$ cat config.mk
export PLATFORM = sky130hd
export DESIGN_NAME = hlef_top
export DESIGN_NICKNAME = d
export VERILOG_FILES = /design/src/inc/hlef_pkg.sv /design/src/inc/hlef_flag_if.sv /design/src/hlef_event_flags.sv /design/src/hlef_top.sv
export SDC_FILE = /design/constraint.sdc
export NUM_CORES = 1
export LEC_CHECK = 0
export BUFFER_PORTS_ARGS = -buffer_cell sky130_fd_sc_hd__buf_4
export CAP_MARGIN = 10
export CORE_ASPECT_RATIO = 0.7
export CORE_MARGIN = 2
export CORE_UTILIZATION = 50
export CTS_CLUSTER_SIZE = 40
export DETAILED_ROUTE_END_ITERATION = 6
export GPL_ROUTABILITY_DRIVEN = 0
export HOLD_SLACK_MARGIN = 0.12
export PLACE_DENSITY = 0.77
export SLEW_MARGIN = 20
export SYNTH_ARGS = -nofsm -noshare
export SYNTH_HDL_FRONTEND = slang
export SYNTH_HIERARCHICAL = 1
export SYNTH_SLANG_ARGS = --single-unit
$ cat constraint.sdc
create_clock -name aclk -period 2.8 [get_ports aclk]
set_input_delay 0.56 -clock aclk [delete_from_list [all_inputs] [get_ports aclk]]
set_output_delay 0.56 -clock aclk [all_outputs]
set_load 0.05 [all_outputs]
$ cat src/inc/hlef_pkg.sv
// How it works
// - Enable bit 2 gates the check error interrupt; it resets to 0.
// - Enable bit 1 gates the abort interrupt; abort is seven consecutive ones.
// - Enable bit 0 gates the idle interrupt; idle is the octet 0x7E.
// - Status bit 7 shows the last message kind; software cannot change it.
// - Event status bits reset to 0, latch on events, clear after a read.
// - Status bit 6 is set when sending of a message begins.
// - Status bit 5 is set when receiving of a message begins.
// - Status bit 4 is set when sending of a message completes.
// - Status bit 3 is set when a message arrived or the buffer filled.
package hlef_pkg;

   // Number of link controllers served: index 0 is link 2, index 1 is link 3.
   localparam int unsigned HLEF_NUM_CTL = 2;

   // Register indices as printed; the byte address is four times the index.
   localparam logic [15:0] HLEF_IDX_L2_STATUS = 16'h0B16;
   localparam logic [15:0] HLEF_IDX_L2_ENABLE = 16'h0B17;
   localparam logic [15:0] HLEF_IDX_L3_STATUS = 16'h0B26;
   localparam logic [15:0] HLEF_IDX_L3_ENABLE = 16'h0B27;
   localparam logic [15:0] HLEF_ADDR_L2_STATUS = {HLEF_IDX_L2_STATUS[13:0], 2'b00};
   localparam logic [15:0] HLEF_ADDR_L2_ENABLE = {HLEF_IDX_L2_ENABLE[13:0], 2'b00};
   localparam logic [15:0] HLEF_ADDR_L3_STATUS = {HLEF_IDX_L3_STATUS[13:0], 2'b00};
   localparam logic [15:0] HLEF_ADDR_L3_ENABLE = {HLEF_IDX_L3_ENABLE[13:0], 2'b00};

   // Bit positions of the status register; the enable register shares bits 0 to 6.
   localparam int unsigned HLEF_BIT_IDLE    = 0;
   localparam int unsigned HLEF_BIT_ABORT   = 1;
   localparam int unsigned HLEF_BIT_CHECK   = 2;
   localparam int unsigned HLEF_BIT_RX_DONE = 3;
   localparam int unsigned HLEF_BIT_TX_DONE = 4;
   localparam int unsigned HLEF_BIT_RX_BEG  = 5;
   localparam int unsigned HLEF_BIT_TX_BEG  = 6;
   localparam int unsigned HLEF_BIT_KIND    = 7;

   // Reset values of the registers and of the line watch.
   localparam logic [6:0] HLEF_EVT_RST    = 7'h00;
   localparam logic [6:0] HLEF_ENABLE_RST = 7'h00;
   localparam logic       HLEF_KIND_RST   = 1'b0;
   localparam logic [7:0] HLEF_SHIFT_RST  = 8'h00;
   localparam logic [2:0] HLEF_ONES_RST   = 3'h0;

   // Line patterns: the flag octet and the run of ones that marks an abort.
   localparam logic [7:0] HLEF_FLAG_OCTET = 8'h7E;
   localparam logic [2:0] HLEF_ABORT_RUN  = 3'h7;

   // AXI4-Lite response codes.
   localparam logic [1:0] HLEF_RESP_OKAY   = 2'h0;
   localparam logic [1:0] HLEF_RESP_SLVERR = 2'h2;

   // Register selector produced by the address decoder.
   typedef enum logic [2:0] {
      HLEF_SEL_NONE   = 3'h0,
      HLEF_SEL_STATUS = 3'h1,
      HLEF_SEL_ENABLE = 3'h2
   } hlef_sel_t;

endpackage

$ cat src/inc/hlef_flag_if.sv
`timescale 1ns/1ps
`default_nettype none
// Carries one controller's flags between the register file and its flag logic.
interface hlef_flag_if;
   logic [7:0] status;
   logic [6:0] enable;
   logic       rd_clr;
   logic       hit;
   modport core (input enable, input rd_clr, output status, output hit);
   modport regs (output enable, output rd_clr, input status, input hit);
endinterface // hlef_flag_if
`default_nettype wire

$ cat src/hlef_event_flags.sv
`timescale 1ns/1ps
`default_nettype none
module hlef_event_flags
   import hlef_pkg::*;
(
   input  wire logic aclk,
   input  wire logic aresetn,
   input  wire logic line_valid,
   input  wire logic line_bit,
   input  wire logic check_error,
   input  wire logic receive_begin,
   input  wire logic receive_done,
   input  wire logic send_begin,
   input  wire logic send_done,
   input  wire logic kind_valid,
   input  wire logic kind_mos,
   hlef_flag_if.core fl
);

   logic [7:0] shift_q;
   logic [7:0] shift_d;
   logic [2:0] ones_q;
   logic [2:0] ones_d;
   logic [6:0] evt_q;
   logic [6:0] evt_d;
   logic       kind_q;
   logic       kind_d;
   logic [7:0] shift_new;
   logic       flag_seen;
   logic       abort_seen;
   logic [6:0] set;

   // Line watch, event latching and message kind capture.
   always_comb begin
      shift_new  = {shift_q[6:0], line_bit};
      shift_d    = line_valid ? shift_new : shift_q;
      flag_seen  = line_valid && (shift_new == HLEF_FLAG_OCTET);
      abort_seen = line_valid && line_bit && (ones_q == HLEF_ABORT_RUN - 3'h1);
      ones_d     = ones_q;
      if (line_valid) begin
         if (!line_bit) begin
            ones_d = HLEF_ONES_RST;
         end else if (ones_q != HLEF_ABORT_RUN) begin
            ones_d = ones_q + 3'h1;
         end
      end
      set                  = HLEF_EVT_RST;
      set[HLEF_BIT_IDLE]   = flag_seen;
      set[HLEF_BIT_ABORT]  = abort_seen;
      set[HLEF_BIT_CHECK]  = check_error;
      set[HLEF_BIT_RX_DONE] = receive_done;
      set[HLEF_BIT_TX_DONE] = send_done;
      set[HLEF_BIT_RX_BEG] = receive_begin;
      set[HLEF_BIT_TX_BEG] = send_begin;
      // A set in the clearing cycle survives the clear.
      evt_d  = (fl.rd_clr ? HLEF_EVT_RST : evt_q) | set;
      kind_d = kind_valid ? kind_mos : kind_q;
   end

   // State registers.
   always_ff @(posedge aclk) begin
      if (!aresetn) begin
         shift_q <= HLEF_SHIFT_RST;
         ones_q  <= HLEF_ONES_RST;
         evt_q   <= HLEF_EVT_RST;
         kind_q  <= HLEF_KIND_RST;
      end else begin
         shift_q <= shift_d;
         ones_q  <= ones_d;
         evt_q   <= evt_d;
         kind_q  <= kind_d;
      end
   end

   // The kind bit never raises an interrupt; only event bits are gated.
   assign fl.status = {kind_q, evt_q};
   assign fl.hit    = |(evt_q & fl.enable);

endmodule // hlef_event_flags
`default_nettype wire

$ cat src/hlef_top.sv
// The AXI4-Lite interface to the registers is this design's own decision.
`timescale 1ns/1ps
`default_nettype none
module hlef_top
   import hlef_pkg::*;
(
   input  wire logic        aclk,
   input  wire logic        aresetn,
   // AXI4-Lite write address channel.
   input  wire logic [15:0] s_axi_awaddr,
   input  wire logic [2:0]  s_axi_awprot,
   input  wire logic        s_axi_awvalid,
   output var  logic        s_axi_awready,
   // AXI4-Lite write data channel.
   input  wire logic [31:0] s_axi_wdata,
   input  wire logic [3:0]  s_axi_wstrb,
   input  wire logic        s_axi_wvalid,
   output var  logic        s_axi_wready,
   // AXI4-Lite write response channel.
   output var  logic [1:0]  s_axi_bresp,
   output var  logic        s_axi_bvalid,
   input  wire logic        s_axi_bready,
   // AXI4-Lite read address channel.
   input  wire logic [15:0] s_axi_araddr,
   input  wire logic [2:0]  s_axi_arprot,
   input  wire logic        s_axi_arvalid,
   output var  logic        s_axi_arready,
   // AXI4-Lite read data channel.
   output var  logic [31:0] s_axi_rdata,
   output var  logic [1:0]  s_axi_rresp,
   output var  logic        s_axi_rvalid,
   input  wire logic        s_axi_rready,
   // Per controller event inputs; bit 0 is link 2, bit 1 is link 3.
   input  wire logic [1:0]  line_valid,
   input  wire logic [1:0]  line_bit,
   input  wire logic [1:0]  check_error,
   input  wire logic [1:0]  receive_begin,
   input  wire logic [1:0]  receive_done,
   input  wire logic [1:0]  send_begin,
   input  wire logic [1:0]  send_done,
   input  wire logic [1:0]  kind_valid,
   input  wire logic [1:0]  kind_mos,
   // Level interrupt to the host.
   output var  logic        irq
);

   // Read channel states.
   typedef enum logic [1:0] {
      HLEF_RD_IDLE = 2'b01,
      HLEF_RD_RESP = 2'b10
   } hlef_rd_state_t;

   // Write channel states.
   typedef enum logic [2:0] {
      HLEF_WR_COLLECT = 3'b001,
      HLEF_WR_APPLY   = 3'b010,
      HLEF_WR_RESP    = 3'b100
   } hlef_wr_state_t;

   hlef_rd_state_t rd_state_q;
   hlef_rd_state_t rd_state_d;
   hlef_wr_state_t wr_state_q;
   hlef_wr_state_t wr_state_d;

   logic [15:0] aw_addr_q;
   logic [15:0] aw_addr_d;
   logic        aw_have_q;
   logic        aw_have_d;
   logic [31:0] w_data_q;
   logic [31:0] w_data_d;
   logic [3:0]  w_strb_q;
   logic [3:0]  w_strb_d;
   logic        w_have_q;
   logic        w_have_d;
   logic        awready_q;
   logic        awready_d;
   logic        wready_q;
   logic        wready_d;
   logic        bvalid_q;
   logic        bvalid_d;
   logic [1:0]  bresp_q;
   logic [1:0]  bresp_d;
   logic        arready_q;
   logic        arready_d;
   logic        rvalid_q;
   logic        rvalid_d;
   logic [31:0] rdata_q;
   logic [31:0] rdata_d;
   logic [1:0]  rresp_q;
   logic [1:0]  rresp_d;
   logic        irq_q;
   logic        irq_d;

   logic [6:0]  enable_q [HLEF_NUM_CTL];
   logic [6:0]  enable_d [HLEF_NUM_CTL];
   logic [7:0]  status   [HLEF_NUM_CTL];
   logic [1:0]  hit;
   logic [1:0]  rd_clr;

   logic        aw_fire;
   logic        w_fire;
   logic        ar_fire;
   hlef_sel_t   wr_sel;
   hlef_sel_t   rd_sel;
   logic        wr_ctl;
   logic        rd_ctl;

   // Maps a byte address to a register kind and the controller it belongs to.
   function automatic hlef_sel_t hlef_decode(input logic [15:0] addr, output logic ctl);
      hlef_sel_t sel;
      sel = HLEF_SEL_NONE;
      ctl = 1'b0;
      case (addr)
         HLEF_ADDR_L2_STATUS: begin
            sel = HLEF_SEL_STATUS;
         end
         HLEF_ADDR_L2_ENABLE: begin
            sel = HLEF_SEL_ENABLE;
         end
         HLEF_ADDR_L3_STATUS: begin
            sel = HLEF_SEL_STATUS;
            ctl = 1'b1;
         end
         HLEF_ADDR_L3_ENABLE: begin
            sel = HLEF_SEL_ENABLE;
            ctl = 1'b1;
         end
         default: begin
            sel = HLEF_SEL_NONE;
         end
      endcase
      return sel;
   endfunction

   // One flag block per controller, joined through its own interface.
   for (genvar i = 0; i < HLEF_NUM_CTL; i++) begin : gen_ctl
      hlef_flag_if u_fl ();

      assign u_fl.enable = enable_q[i];
      assign u_fl.rd_clr = rd_clr[i];
      assign status[i]   = u_fl.status;
      assign hit[i]      = u_fl.hit;

      hlef_event_flags u_flags (
         .aclk          (aclk),
         .aresetn       (aresetn),
         .line_valid    (line_valid[i]),
         .line_bit      (line_bit[i]),
         .check_error   (check_error[i]),
         .receive_begin (receive_begin[i]),
         .receive_done  (receive_done[i]),
         .send_begin    (send_begin[i]),
         .send_done     (send_done[i]),
         .kind_valid    (kind_valid[i]),
         .kind_mos      (kind_mos[i]),
         .fl            (u_fl.core)
      );
   end

   // Handshakes and address decode of both channels.
   always_comb begin
      aw_fire = s_axi_awvalid && awready_q;
      w_fire  = s_axi_wvalid && wready_q;
      ar_fire = s_axi_arvalid && arready_q;
      wr_sel  = hlef_decode(aw_addr_q, wr_ctl);
      rd_sel  = hlef_decode(s_axi_araddr, rd_ctl);
   end

   // Write side: address and data arrive in either order, then one response.
   always_comb begin
      wr_state_d = wr_state_q;
      aw_addr_d  = aw_addr_q;
      aw_have_d  = aw_have_q;
      w_data_d   = w_data_q;
      w_strb_d   = w_strb_q;
      w_have_d   = w_have_q;
      bvalid_d   = bvalid_q;
      bresp_d    = bresp_q;
      enable_d   = enable_q;
      case (wr_state_q)
         HLEF_WR_COLLECT: begin
            if (aw_fire) begin
               aw_addr_d = s_axi_awaddr;
               aw_have_d = 1'b1;
            end
            if (w_fire) begin
               w_data_d = s_axi_wdata;
               w_strb_d = s_axi_wstrb;
               w_have_d = 1'b1;
            end
            if (aw_have_d && w_have_d) begin
               wr_state_d = HLEF_WR_APPLY;
            end
         end
         HLEF_WR_APPLY: begin
            // Only the enable registers take data; status writes are ignored.
            bresp_d = HLEF_RESP_OKAY;
            if (wr_sel == HLEF_SEL_NONE) begin
               bresp_d = HLEF_RESP_SLVERR;
            end else if (wr_sel == HLEF_SEL_ENABLE && w_strb_q[0]) begin
               enable_d[wr_ctl] = w_data_q[6:0];
            end
            aw_have_d  = 1'b0;
            w_have_d   = 1'b0;
            bvalid_d   = 1'b1;
            wr_state_d = HLEF_WR_RESP;
         end
         HLEF_WR_RESP: begin
            if (s_axi_bready) begin
               bvalid_d   = 1'b0;
               wr_state_d = HLEF_WR_COLLECT;
            end
         end
         default: begin
            wr_state_d = HLEF_WR_COLLECT;
            aw_have_d  = 1'b0;
            w_have_d   = 1'b0;
            bvalid_d   = 1'b0;
         end
      endcase
      awready_d = (wr_state_d == HLEF_WR_COLLECT) && !aw_have_d;
      wready_d  = (wr_state_d == HLEF_WR_COLLECT) && !w_have_d;
   end

   // Write side registers.
   always_ff @(posedge aclk) begin
      if (!aresetn) begin
         wr_state_q <= HLEF_WR_COLLECT;
         aw_addr_q  <= 16'h0000;
         aw_have_q  <= 1'b0;
         w_data_q   <= 32'h00000000;
         w_strb_q   <= 4'h0;
         w_have_q   <= 1'b0;
         awready_q  <= 1'b0;
         wready_q   <= 1'b0;
         bvalid_q   <= 1'b0;
         bresp_q    <= HLEF_RESP_OKAY;
         enable_q   <= '{default: HLEF_ENABLE_RST};
      end else begin
         wr_state_q <= wr_state_d;
         aw_addr_q  <= aw_addr_d;
         aw_have_q  <= aw_have_d;
         w_data_q   <= w_data_d;
         w_strb_q   <= w_strb_d;
         w_have_q   <= w_have_d;
         awready_q  <= awready_d;
         wready_q   <= wready_d;
         bvalid_q   <= bvalid_d;
         bresp_q    <= bresp_d;
         enable_q   <= enable_d;
      end
   end

   // Read side: capture data on the address handshake and clear read flags.
   always_comb begin
      rd_state_d = rd_state_q;
      rvalid_d   = rvalid_q;
      rdata_d    = rdata_q;
      rresp_d    = rresp_q;
      rd_clr     = 2'b00;
      case (rd_state_q)
         HLEF_RD_IDLE: begin
            if (ar_fire) begin
               rdata_d = 32'h00000000;
               rresp_d = HLEF_RESP_OKAY;
               case (rd_sel)
                  HLEF_SEL_STATUS: begin
                     rdata_d[7:0]   = status[rd_ctl];
                     rd_clr[rd_ctl] = 1'b1;
                  end
                  HLEF_SEL_ENABLE: begin
                     rdata_d[6:0] = enable_q[rd_ctl];
                  end
                  default: begin
                     rresp_d = HLEF_RESP_SLVERR;
                  end
               endcase
               rvalid_d   = 1'b1;
               rd_state_d = HLEF_RD_RESP;
            end
         end
         HLEF_RD_RESP: begin
            if (s_axi_rready) begin
               rvalid_d   = 1'b0;
               rd_state_d = HLEF_RD_IDLE;
            end
         end
         default: begin
            rvalid_d   = 1'b0;
            rd_state_d = HLEF_RD_IDLE;
         end
      endcase
      arready_d = (rd_state_d == HLEF_RD_IDLE);
   end

   // Read side registers.
   always_ff @(posedge aclk) begin
      if (!aresetn) begin
         rd_state_q <= HLEF_RD_IDLE;
         arready_q  <= 1'b0;
         rvalid_q   <= 1'b0;
         rdata_q    <= 32'h00000000;
         rresp_q    <= HLEF_RESP_OKAY;
      end else begin
         rd_state_q <= rd_state_d;
         arready_q  <= arready_d;
         rvalid_q   <= rvalid_d;
         rdata_q    <= rdata_d;
         rresp_q    <= rresp_d;
      end
   end

   // The interrupt follows any enabled latched event, one cycle later.
   always_comb begin
      irq_d = |hit;
   end

   // Interrupt register.
   always_ff @(posedge aclk) begin
      if (!aresetn) begin
         irq_q <= 1'b0;
      end else begin
         irq_q <= irq_d;
      end
   end

   // All outputs come straight from registers.
   assign s_axi_awready = awready_q;
   assign s_axi_wready  = wready_q;
   assign s_axi_bvalid  = bvalid_q;
   assign s_axi_bresp   = bresp_q;
   assign s_axi_arready = arready_q;
   assign s_axi_rvalid  = rvalid_q;
   assign s_axi_rdata   = rdata_q;
   assign s_axi_rresp   = rresp_q;
   assign irq           = irq_q;

endmodule // hlef_top
`default_nettype wire

==> reports/qor.yml, run 1 <==
status:
  status: "complete, no violations"
finish:
  insertedDiodeCount: 0
  post-route-cell-area_um2: 5400
  syn_to_final_growth_pct: 21.4
  final_core_util_pct: 63.2
  layout.nets: 686
  layout-drive-gt1-share_pct: 20.4
  final_cell_count_no_fill: 702
sta:
  fin_tns_setup_ns: 0
  drv_slew: 0
  setup_viol: 0
  period_share_pct: 86.1
  period_needed_ns: 2.41
  fmax_ghz: 0.415
  rsz0062_at_grt: "no"
  fin_worst_skew_ns: 0.00470
  setup_slack_ns: 0.389
  worstMarginPinSlew_ns: 0.737
  hold_violations: 0
  slew_headroom_pct: 50.5
routing:
  drt_iter0_drc: 180
  wl_per_cell_um: 13.7
  drc: 0
  drt-vias-per-instance: 5.19
  dr.pass1.iters: 4
  vias: 3644
  drtAntennaViolNets: 0
  wirelength_um: 9640
setup_path:
  critPathKind: "input pin to flop"
  crit_path_end_kind: "flop"
  required_ns: 3.02
  cp-start-kind: "input pin"
  rrSetupSlack_ns: 0.63
  critPathMaxFanout: 6
  cp.arrival_ns: 2.63
clock_tree:
  post_cts_resized: 0
  cts_root_buf: "clkbuf_16"
  clk_pin_slew_ns: 0.06
  cts.sinks: 97
  h-tree-depth: 3
  ctsHoldBuffers: 0
  cts_made_buffers: 9
  post_cts_buffers: 0
  clock_path_buffers: 2
  clk_latency_ns: 0.34
  tritoncts: "done"
logic_synthesis:
  synth_warnings: 6
  synth-async-reset-ratio_pct: 0
  synth_edf_count: 0
  ys_types: 53
  ys_seq_area_share_pct: 43.6
  syn_area_um2: 4450
  syn_inst: 502
  ys_seq_elements: 97
  synthFlopType: "dfxtp_1"
  syn_area_per_cell_um2: 8.86
placement:
  dpl.hpwl_um: 7130
  place_ws_ns: 0.0575
  dpl_cell_area_um2: 5060
  numPortBuffers: 80
  placedCellCount: 686
pwr:
  powerDensity_nw_per_um2: 635
  combPwrFrac_pct: 15.3
  switching_share_pct: 25.8
  power_frac_seq_pct: 43.9
  ir_worst_vdd_uv: 411
  p_clk_share_pct: 40.8
  p_sw_uw: 886
  p_int_uw: 2550
  p_leak_uw: 0.00224
floorplan:
  num_io_pins: 141
  std_cell_rows: 28
  start_util_pct: 52.0
  dieArea_um2: 9680
  core_um2: 8550
  fp.dieW_um: 117
  die_y_um: 82.9
run:
  drv_cap: 0
grt:
  grt_max_degree: 52
  antenna_found_initial: 0
  grtUsageTotal_pct: 20.8
  gr-total-overflow: 0
  grt_pass1_vias: 3535
  grt_pass1_wl_um: 15900
hold_path:
  hold_path.class: "input pin to flop"
## cells by family (layout without fill, tap and decap cells)
| logic type | after synthesis | in the layout | share of synthesized area, % |
|---|---|---|---|
| and+or+nand+nor | 205 | 205 | 23.1 |
| xor gates and xnor gates | 3 | 3 | 0.591 |
| AOI/OAI and AO/OA | 85 | 85 | 13.2 |
| buffers and inverters | 62 | 117 | 7.79 |
| muxes | 39 | 39 | 8.77 |
| adders and majority gates | 10 | 10 | 2.81 |
| other | 1 | 26 | 0.0843 |
| DFF | 97 | 97 | 43.6 |
## worst max-delay path, cell delays in order
cell and delay [ns]:
buf_4 0.11, nor4b_2 0.29, nand2_1 0.10, nor4_1 0.36
nand2b_1 0.13, inv_1 0.07, ha_1 0.18, nand4_1 0.24
nor2b_1 0.23, inv_1 0.14, a21oi_1 0.16, nor2_1 0.05
## final timing paths
kind | start | to | cells after the start
max | s_axi_araddr[12] | gen_ctl[0].u_flags/evt_q[5]$_SDFF_PN0_ | 12
min reg2reg | aw_addr_q[10]$_SDFFE_PN0P_ | aw_addr_q[10]$_SDFFE_PN0P_ | 2
min | receive_begin[0] | gen_ctl[0].u_flags/evt_q[5]$_SDFF_PN0_ | 3
max reg2reg | aw_addr_q[5]$_SDFFE_PN0P_ | gen_ctl[1].u_fl.enable[5]$_SDFFE_PN0P_ | 5
## cell usage after synthesis (10+ instances only)
master / count / area share (%)
dfxtp_1: 97 / 44
nand2_1: 85 / 7.2
nor2_1: 40 / 3.4
mux2i_1: 39 / 8.8
buf_4: 30 / 5.1
a21oi_1: 25 / 2.8
clkbuf_1: 18 / 1.5
a21boi_0: 16 / 2.7
nor2b_1: 13 / 1.8
nand2b_1: 12 / 1.7
nand3_1: 12 / 1.3
inv_1: 11 / 0.93
ha_1: 10 / 2.8
o21ai_0: 10 / 1.1
## power groups by stage
stage          clock network (µW)  logic, µW  registers, µW
4_1_cts                      1420        527           1510
6_report                     1400        525           1510
3_5_place_dp                    0        525           1540
3_3_place_gp                    0        512           1530
5_1_grt                      1490        577           1520
2_1_floorplan                   0        340           1590
## final cells by class
type                    count  area (µm²)
fillers                   752        3150
multi-input cells         368        2250
flip-flops and latches     97        1940
repair buffers             88         661
clock buffers              11         243
well taps                 120         150
clock inverters             5         103
inverters                  13        48.8
## stage by stage
step / hold WS (ns) / total power [µW]
global route: 0.425 / 3580
floorplan: 0.438 / 1930
global placement: 0.447 / 2050
detailed placement: 0.460 / 2060
finish: 0.430 / 3430
CTS: 0.421 / 3460
## sequential cells by signal (all words and copies together) (netlist names), 2 cells and up
name / cells
aw_addr_q: 16
gen_ctl.u_fl.enable: 14
gen_ctl.u_flags/evt_q: 14
gen_ctl.u_flags/shift_q: 14
s_axi_rdata: 8
w_data_q: 7
gen_ctl.u_flags/ones_q: 6
wr_state_q: 3
gen_ctl.u_flags/kind_q: 2
rd_state_q: 2
## per-layer routing
| layer | share of wire, % | GRT usage, % |
|---|---|---|
| met1 | 46 | 26.6 |
| met2 | 46 | 33.7 |
| met3 | 6.5 | 7.15 |
| met4 | 0.77 | 4.71 |
| met5 | 0 | 0 |
## cell usage in the layout, fill, tap and decap left out, types with 3 or more instances in the layout
cell type	netlist	layout
a21boi_0	16	16
a21oi_1	25	25
a22oi_1	5	5
a31oi_1	3	3
a32o_1	7	7
and2_1	7	7
and4bb_2	3	3
buf_4	30	88
bufinv_16	0	3
clkbuf_16	0	9
conb_1	1	26
dfxtp_1	97	97
ha_1	10	10
inv_1	11	11
mux2i_1	39	39
nand2_1	85	85
nand2b_1	12	12
nand3_1	12	12
nand4_1	7	7
nor2_1	40	40
nor2b_1	13	13
nor3b_1	3	3
nor4_1	3	3
o211ai_1	6	6
o21ai_0	10	10
(Power assumes the default switching activity.)
==> inputs of run 2 (changes only) <==
--- a/config.mk
+++ b/config.mk
@@ -9,12 +9,12 @@
 export CAP_MARGIN = 10
 export CORE_ASPECT_RATIO = 0.7
 export CORE_MARGIN = 2
-export CORE_UTILIZATION = 50
+export CORE_UTILIZATION = 35
 export CTS_CLUSTER_SIZE = 40
 export DETAILED_ROUTE_END_ITERATION = 6
 export GPL_ROUTABILITY_DRIVEN = 0
 export HOLD_SLACK_MARGIN = 0.12
-export PLACE_DENSITY = 0.77
+export PLACE_DENSITY = 0.59
 export SLEW_MARGIN = 20
 export SYNTH_ARGS = -nofsm -noshare
 export SYNTH_HDL_FRONTEND = slang
==> constraint.sdc (replaced) <==
create_clock -name aclk -period 2.15 [get_ports aclk]
set_input_delay 0.43 -clock aclk [delete_from_list [all_inputs] [get_ports aclk]]
set_output_delay 0.43 -clock aclk [all_outputs]
set_load 0.05 [all_outputs]
==> run 2 against run 1 <==
Effect of this change: via count fell by 0.69%; die area rose by 41%; critical path depth did not move; sequential cell count did not move; hold slack got worse by 0.14 ns; setup slack got worse by 0.38 ns; highest routed layer unchanged; sequential share of layout area fell by 1.9 points; first-iteration DRC count fell by 29%.
==> reports/qor.yml, run 2 (synthesis gave the netlist of run 1 again) <==
floorplan:
  num_io_pins: 141
  std_cell_rows: 34
  start_util_pct: 35.8
  core_um2: 12400
  dieArea_um2: 13600
  fp.dieW_um: 139
  die_y_um: 98.3
sta:
  fin_worst_skew_ns: 0.00897
  setup_slack_ns: 0.00990
  setup_viol: 0
  hold_violations: 0
  fmax_ghz: 0.467
  period_share_pct: 99.5
  period_needed_ns: 2.14
  fin_tns_setup_ns: 0
  rsz0062_at_grt: "yes"
  drv_slew: 0
placement:
  numPortBuffers: 80
  placedCellCount: 738
  place_ws_ns: -0.399
  dpl.hpwl_um: 7520
finish:
  insertedDiodeCount: 0
  layout.nets: 699
  final_cell_count_no_fill: 757
  final_core_util_pct: 45.9
  largest-register: "aw_addr_q"
  syn_to_final_growth_pct: 28.2
  final_cell_mix: "dfxtp_1 (97), buf_4 (96), nand2_1 (83)"
  final_common_cell: "dfxtp_1"
  largest_register_ffs: 16
  layout-drive-gt1-share_pct: 27.7
hold_path:
  hold_end: "gen_ctl[0].u_flags/evt_q[2]$_SDFF_PN0_"
  min_path_cells: 3
  hold_start: "check_error[0]"
  hold_path.class: "input pin to flop"
pwr:
  p_leak_uw: 0.00233
  power_uw: 4410
  ir_worst_vdd_uv: 519
  powerDensity_nw_per_um2: 773
clock_tree:
  cts_root_buf: "clkbuf_16"
  clk_pin_slew_ns: 0.07
  clock_path_buffers: 2
  cts.sinks: 97
  clk_latency_ns: 0.34
  h-tree-depth: 3
  tritoncts: "done"
  cts_made_buffers: 9
setup_path:
  cp_slowest_cell: "nor4b_4"
  rrSetupSlack_ns: 0.24
  r2r_cells: 6
  rr_endpoint: "gen_ctl[1].u_fl.enable[5]$_SDFFE_PN0P_"
  worstPathCellList: "buf_6 -> nor4b_4 -> nand2_2 -> nor4_4 -> nand2b_1 -> inv_2 -> ha_4 -> nand4_1 -> nor2b_2 -> inv_2 -> a21oi_2 -> nor2_1"
  cp-start-kind: "input pin"
  crit_buf_inv: 3
  max_stage_delay_ns: 0.31
  required_ns: 2.37
  cp_top_family: "simple AND/OR/NAND/NOR gates"
  worst_r2r_startpoint: "aw_addr_q[5]$_SDFFE_PN0P_"
  cp.arrival_ns: 2.36
  critPathMaxFanout: 6
  critPathKind: "input pin to flop"
  crit_path_end_kind: "flop"
  cp_common_cell: "inv_2"
grt:
  antenna_found_initial: 0
  grtUsageTotal_pct: 14.7
  grt_pass1_wl_um: 16300
  gr-total-overflow: 0
  grt_max_degree: 24
  grt_pass1_vias: 3345
routing:
  drc: 0
  wl_per_cell_um: 13.3
  dr.pass1.iters: 5
  drtAntennaViolNets: 0
  drt_iter0_drc: 127
  vias: 3619
  wirelength_um: 10100
  drt-vias-per-instance: 4.78
run:
  drv_cap: 0
status:
  status: "complete, no violations"
-- run 2: cell count changes in the layout (fill, tap and decap cells not counted), sizes merged --
cell	change
buf	+13
clkbuf	-2
inv	+2
bufinv	-1
clkinv	+1
-- run 2: through the flow --
stage / hold WS, ns / area [µm²]
6_report: 0.293 / 5710
5_1_grt: 0.299 / 5710
4_1_cts: 0.289 / 5580
3_5_place_dp: 0.456 / 5240
3_3_place_gp: 0.448 / 5240
2_1_floorplan: 0.438 / 4620
-- run 2: how the worst max path moves through the flow --
stage                     startpoint                                endpoint  slack [ns]  depth (start not counted)
floorplan           s_axi_araddr[15]             s_axi_rdata[0]$_SDFFE_PN0P_      -0.007                         10
global placement    s_axi_araddr[15]  gen_ctl[1].u_flags/evt_q[5]$_SDFF_PN0_       -0.33                         12
detailed placement  s_axi_araddr[15]  gen_ctl[1].u_flags/evt_q[6]$_SDFF_PN0_       -0.40                         12
CTS                 s_axi_araddr[14]             s_axi_rdata[5]$_SDFFE_PN0P_       -0.02                         11
global route        s_axi_araddr[15]  gen_ctl[0].u_flags/evt_q[6]$_SDFF_PN0_       -0.14                         12
finish              s_axi_araddr[15]  gen_ctl[0].u_flags/evt_q[3]$_SDFF_PN0_        0.01                         12
-- run 2: area by class of cell --
cell class / count / area [µm²]
Sequential cell: 97 / 1940
Clock buffer: 9 / 225
Inverter: 13 / 51.3
Tap cell: 162 / 203
Clock inverter: 7 / 101
Fill cell: 1206 / 6720
Multi-Input combinational cell: 368 / 2400
Timing Repair Buffer: 101 / 786
-- run 2: tightest hold or removal path: stages --
cell	delay, ns
buf_4	0.08
a21oi_1	0.03
nor2_1	0.07
-- run 2: power breakdown --
part,switching [µW],total (µW),internal (µW)
clock network,716,1750,1030
registers,72.3,1970,1890
logic,432,699,267
-- run 2: repair_timing --
| item | CTS | global route |
|---|---|---|
| pin swaps | 6 | 17 |
| setup buffers | 0 | 3 |
| setup endpoints to repair | 6 | 22 |
| resized for setup | 5 | 31 |
| endpoints found under the hold margin | 0 | 0 |
| hold buffers | 0 | 0 |
-- run 2: layer usage --
layer  part of all wire (%)  up-vias  track usage [%]  wire length [µm]
li1                       -     1853                -                 -
met1                     50     1667             20.2              5050
met2                     44       93             22.8              4410
met3                    5.5        6             4.07               555
met4                   0.87        0             3.73                88
met5                      0        -                0                 0
==> inputs of run 3 (changes only) <==
--- a/config.mk
+++ b/config.mk
@@ -5,6 +5,7 @@
 export SDC_FILE = /design/constraint.sdc
 export NUM_CORES = 1
 export LEC_CHECK = 0
+export ABC_AREA = 1
 export BUFFER_PORTS_ARGS = -buffer_cell sky130_fd_sc_hd__buf_4
 export CAP_MARGIN = 10
 export CORE_ASPECT_RATIO = 0.7
@@ -14,9 +15,9 @@
 export DETAILED_ROUTE_END_ITERATION = 6
 export GPL_ROUTABILITY_DRIVEN = 0
 export HOLD_SLACK_MARGIN = 0.12
-export PLACE_DENSITY = 0.59
+export PLACE_DENSITY = 0.58
+export REMOVE_ABC_BUFFERS = 1
 export SLEW_MARGIN = 20
 export SYNTH_ARGS = -nofsm -noshare
 export SYNTH_HDL_FRONTEND = slang
-export SYNTH_HIERARCHICAL = 1
 export SYNTH_SLANG_ARGS = --single-unit
==> run 3 against run 2 <==
Effect of this change: die area grew 1.5%; global-route usage is 0.93 points higher; non-clock buffer count is 13 lower; wire length rose by 3.2%; critical path type unchanged; largest power group unchanged; register-to-register slack gained 0.11 ns; clock power decreased by 14%; sequential share of layout area increased by 1.8 points; combinational power down 30%.
==> reports/qor.yml, run 3 <==
finish:
  syn_to_final_growth_pct: 20.0
  final_cell_mix: "nor2_1 (117), nand2_1 (116), dfxtp_1 (97)"
  final_common_cell: "nor2_1"
  largest_register_ffs: 16
  largest-register: "aw_addr_q"
  fillers: 1295
  insertedDiodeCount: 0
  final_core_util_pct: 43.4
  layout.nets: 817
  layout-drive-gt1-share_pct: 17.4
grt:
  gr-total-overflow: 0
  grt_pass1_wl_um: 17700
  grtUsageTotal_pct: 15.6
  grt_max_degree: 36
  antenna_found_initial: 0
  grt_pass1_vias: 3807
setup_path:
  cp_top_family: "simple AND/OR/NAND/NOR gates"
  r2r_cells: 8
  cp_common_cell: "nand2_1"
  cp.arrival_ns: 2.14
  crit_start: "s_axi_araddr[9]"
  rr_endpoint: "s_axi_rdata[2]$_SDFFE_PN0P_"
  critPathKind: "input pin to flop"
  rrSetupSlack_ns: 0.35
  cp-start-kind: "input pin"
  max_stage_delay_ns: 0.31
  crit_buf_inv: 2
  cp_slowest_cell: "ha_1"
  worstSetupPathDepth: 11
  required_ns: 2.42
  worstPathCellList: "buf_4 -> nor2_1 -> nand2_1 -> nor2_4 -> nand2_1 -> nor3_1 -> inv_1 -> ha_1 -> nor2_2 -> nand2_1 -> a21oi_1"
  critPathMaxFanout: 8
  endpoint: "s_axi_rdata[2]$_SDFFE_PN0P_"
  worst_r2r_startpoint: "rd_state_q[1]$_SDFF_PN0_"
  crit_path_end_kind: "flop"
logic_synthesis:
  ys_types: 35
  synth_warnings: 0
  netlist.area_leader.share_pct: 43.0
  synth_most_common_cell: "nor2_1"
  synth_common_cells: "nor2_1 (117), nand2_1 (116), dfxtp_1 (97)"
  syn_area_per_cell_um2: 7.16
  syn_inst: 631
  synth_edf_count: 0
  ys_seq_area_share_pct: 43.0
  ys_top_cells_by_area: "dfxtp_1 (43%), nor2_1 (9.7%), nand2_1 (9.6%)"
  synth-async-reset-ratio_pct: 0
  ys_seq_elements: 97
  synthFlopType: "dfxtp_1"
  synth_top_cell_by_area: "dfxtp_1"
  syn_area_um2: 4520
clock_tree:
  post_cts_buffers: 0
  cts_made_buffers: 9
  cts.sinks: 97
  clock_path_buffers: 2
  ctsHoldBuffers: 0
  cts_root_buf: "clkbuf_16"
  clk_latency_ns: 0.34
  post_cts_resized: 0
  tritoncts: "done"
  clk_pin_slew_ns: 0.06
  h-tree-depth: 3
floorplan:
  fp.dieW_um: 140
  dieArea_um2: 13900
  core_um2: 12500
  std_cell_rows: 34
  num_io_pins: 141
  die_y_um: 99.1
  start_util_pct: 36.1
sta:
  hold_violations: 0
  drv_slew: 0
  period_share_pct: 87.2
  fin_worst_skew_ns: 0.00648
  setup_viol: 0
  period_needed_ns: 1.87
  fin_tns_setup_ns: 0
  rsz0062_at_grt: "no"
  fmax_ghz: 0.534
routing:
  wirelength_um: 10400
  vias: 3988
  wl_per_cell_um: 11.9
  drc: 0
  drt_iter0_drc: 142
  drtAntennaViolNets: 0
  dr.pass1.iters: 5
  drt-vias-per-instance: 4.56
pwr:
  powerDensity_nw_per_um2: 724
  ir_worst_vdd_uv: 355
  p_leak_uw: 0.00263
placement:
  numPortBuffers: 80
  dpl.hpwl_um: 7730
status:
  status: "complete, no violations"
hold_path:
  hold_path.class: "input pin to flop"
run:
  drv_cap: 0
[run 3: cell types whose count changed after synthesis, moves of 19 or more]
cell	previous run	this run
nand2_1	85	116
a21oi_1	25	44
nor2_1	40	117
nand3_1	12	35
mux2i_1	39	0
o21ai_0	10	43
inv_1	11	73
[run 3: metrics by stage]
step / area (µm²) / worst slack, ns / power (µW) / hold WS [ns] / std cells
final: 5430 / 0.276 / 3930 / 0.271 / 875
after global routing: 5430 / 0.0298 / 4110 / 0.272 / 875
after CTS: 5430 / 0.274 / 3970 / 0.263 / 875
after detailed placement: 5150 / -0.0761 / 2460 / 0.447 / 859
after global placement: 5150 / -0.0146 / 2450 / 0.444 / 859
after floorplan: 4290 / 0.0504 / 2270 / 0.428 / 609
[run 3: per-layer routing]
layer | wire length [µm] | vias up | track usage (%) | share of wire (%)
met5 | 0 | - | 0 | 0
met4 | 145 | 0 | 4.46 | 1.4
met3 | 565 | 13 | 4.86 | 5.4
met2 | 4520 | 98 | 24.3 | 43
met1 | 5190 | 1792 | 21.0 | 50
li1 | - | 2085 | - | -
[run 3: area by class of cell]
| cell class | instances | area (µm²) | share of cell area [%] |
|---|---|---|---|
| Multi-Input combinational cell | 434 | 2050 | 37.8 |
| Sequential cell | 97 | 1940 | 35.8 |
| Clock buffer | 12 | 246 | 4.54 |
| Inverter | 78 | 293 | 5.40 |
| Clock inverter | 4 | 28.8 | 0.530 |
| Tap cell | 162 | 203 | 3.74 |
| Timing Repair Buffer | 88 | 661 | 12.2 |
[run 3: cells by family after synthesis]
family | after synthesis | synth area share [%]
compound gates | 98 | 11.3
xor+xnor | 1 | 0.194
fa+ha+maj | 10 | 2.77
buf+inv | 125 | 13.7
flops | 97 | 43.0
other cells | 1 | 0.0830
simple gates | 299 | 29.0
[run 3: how the worst min path moves through the flow]
stage | start | to | slack, ns | depth (start not counted)
6_report | kind_valid[1] | gen_ctl[1].u_flags.kind_q$_SDFFE_PN0P_ | 0.27 | 2
5_1_grt | kind_valid[0] | gen_ctl[0].u_flags.kind_q$_SDFFE_PN0P_ | 0.27 | 2
4_1_cts | kind_valid[1] | gen_ctl[1].u_flags.kind_q$_SDFFE_PN0P_ | 0.26 | 2
3_5_place_dp | s_axi_bvalid$_SDFFE_PN0P_ | s_axi_bvalid$_SDFFE_PN0P_ | 0.45 | 2
3_3_place_gp | aw_addr_q[9]$_SDFFE_PN0P_ | aw_addr_q[9]$_SDFFE_PN0P_ | 0.44 | 2
2_1_floorplan | aw_addr_q[8]$_SDFFE_PN0P_ | aw_addr_q[8]$_SDFFE_PN0P_ | 0.43 | 2
[run 3: power by group]
group	leakage, µW	switching, µW	total, µW	internal (µW)
logic	0.00170	326	490	163
registers	0.000793	52.1	1940	1880
clock network	0.000129	685	1500	817
total	0.00263	1060	3930	2860
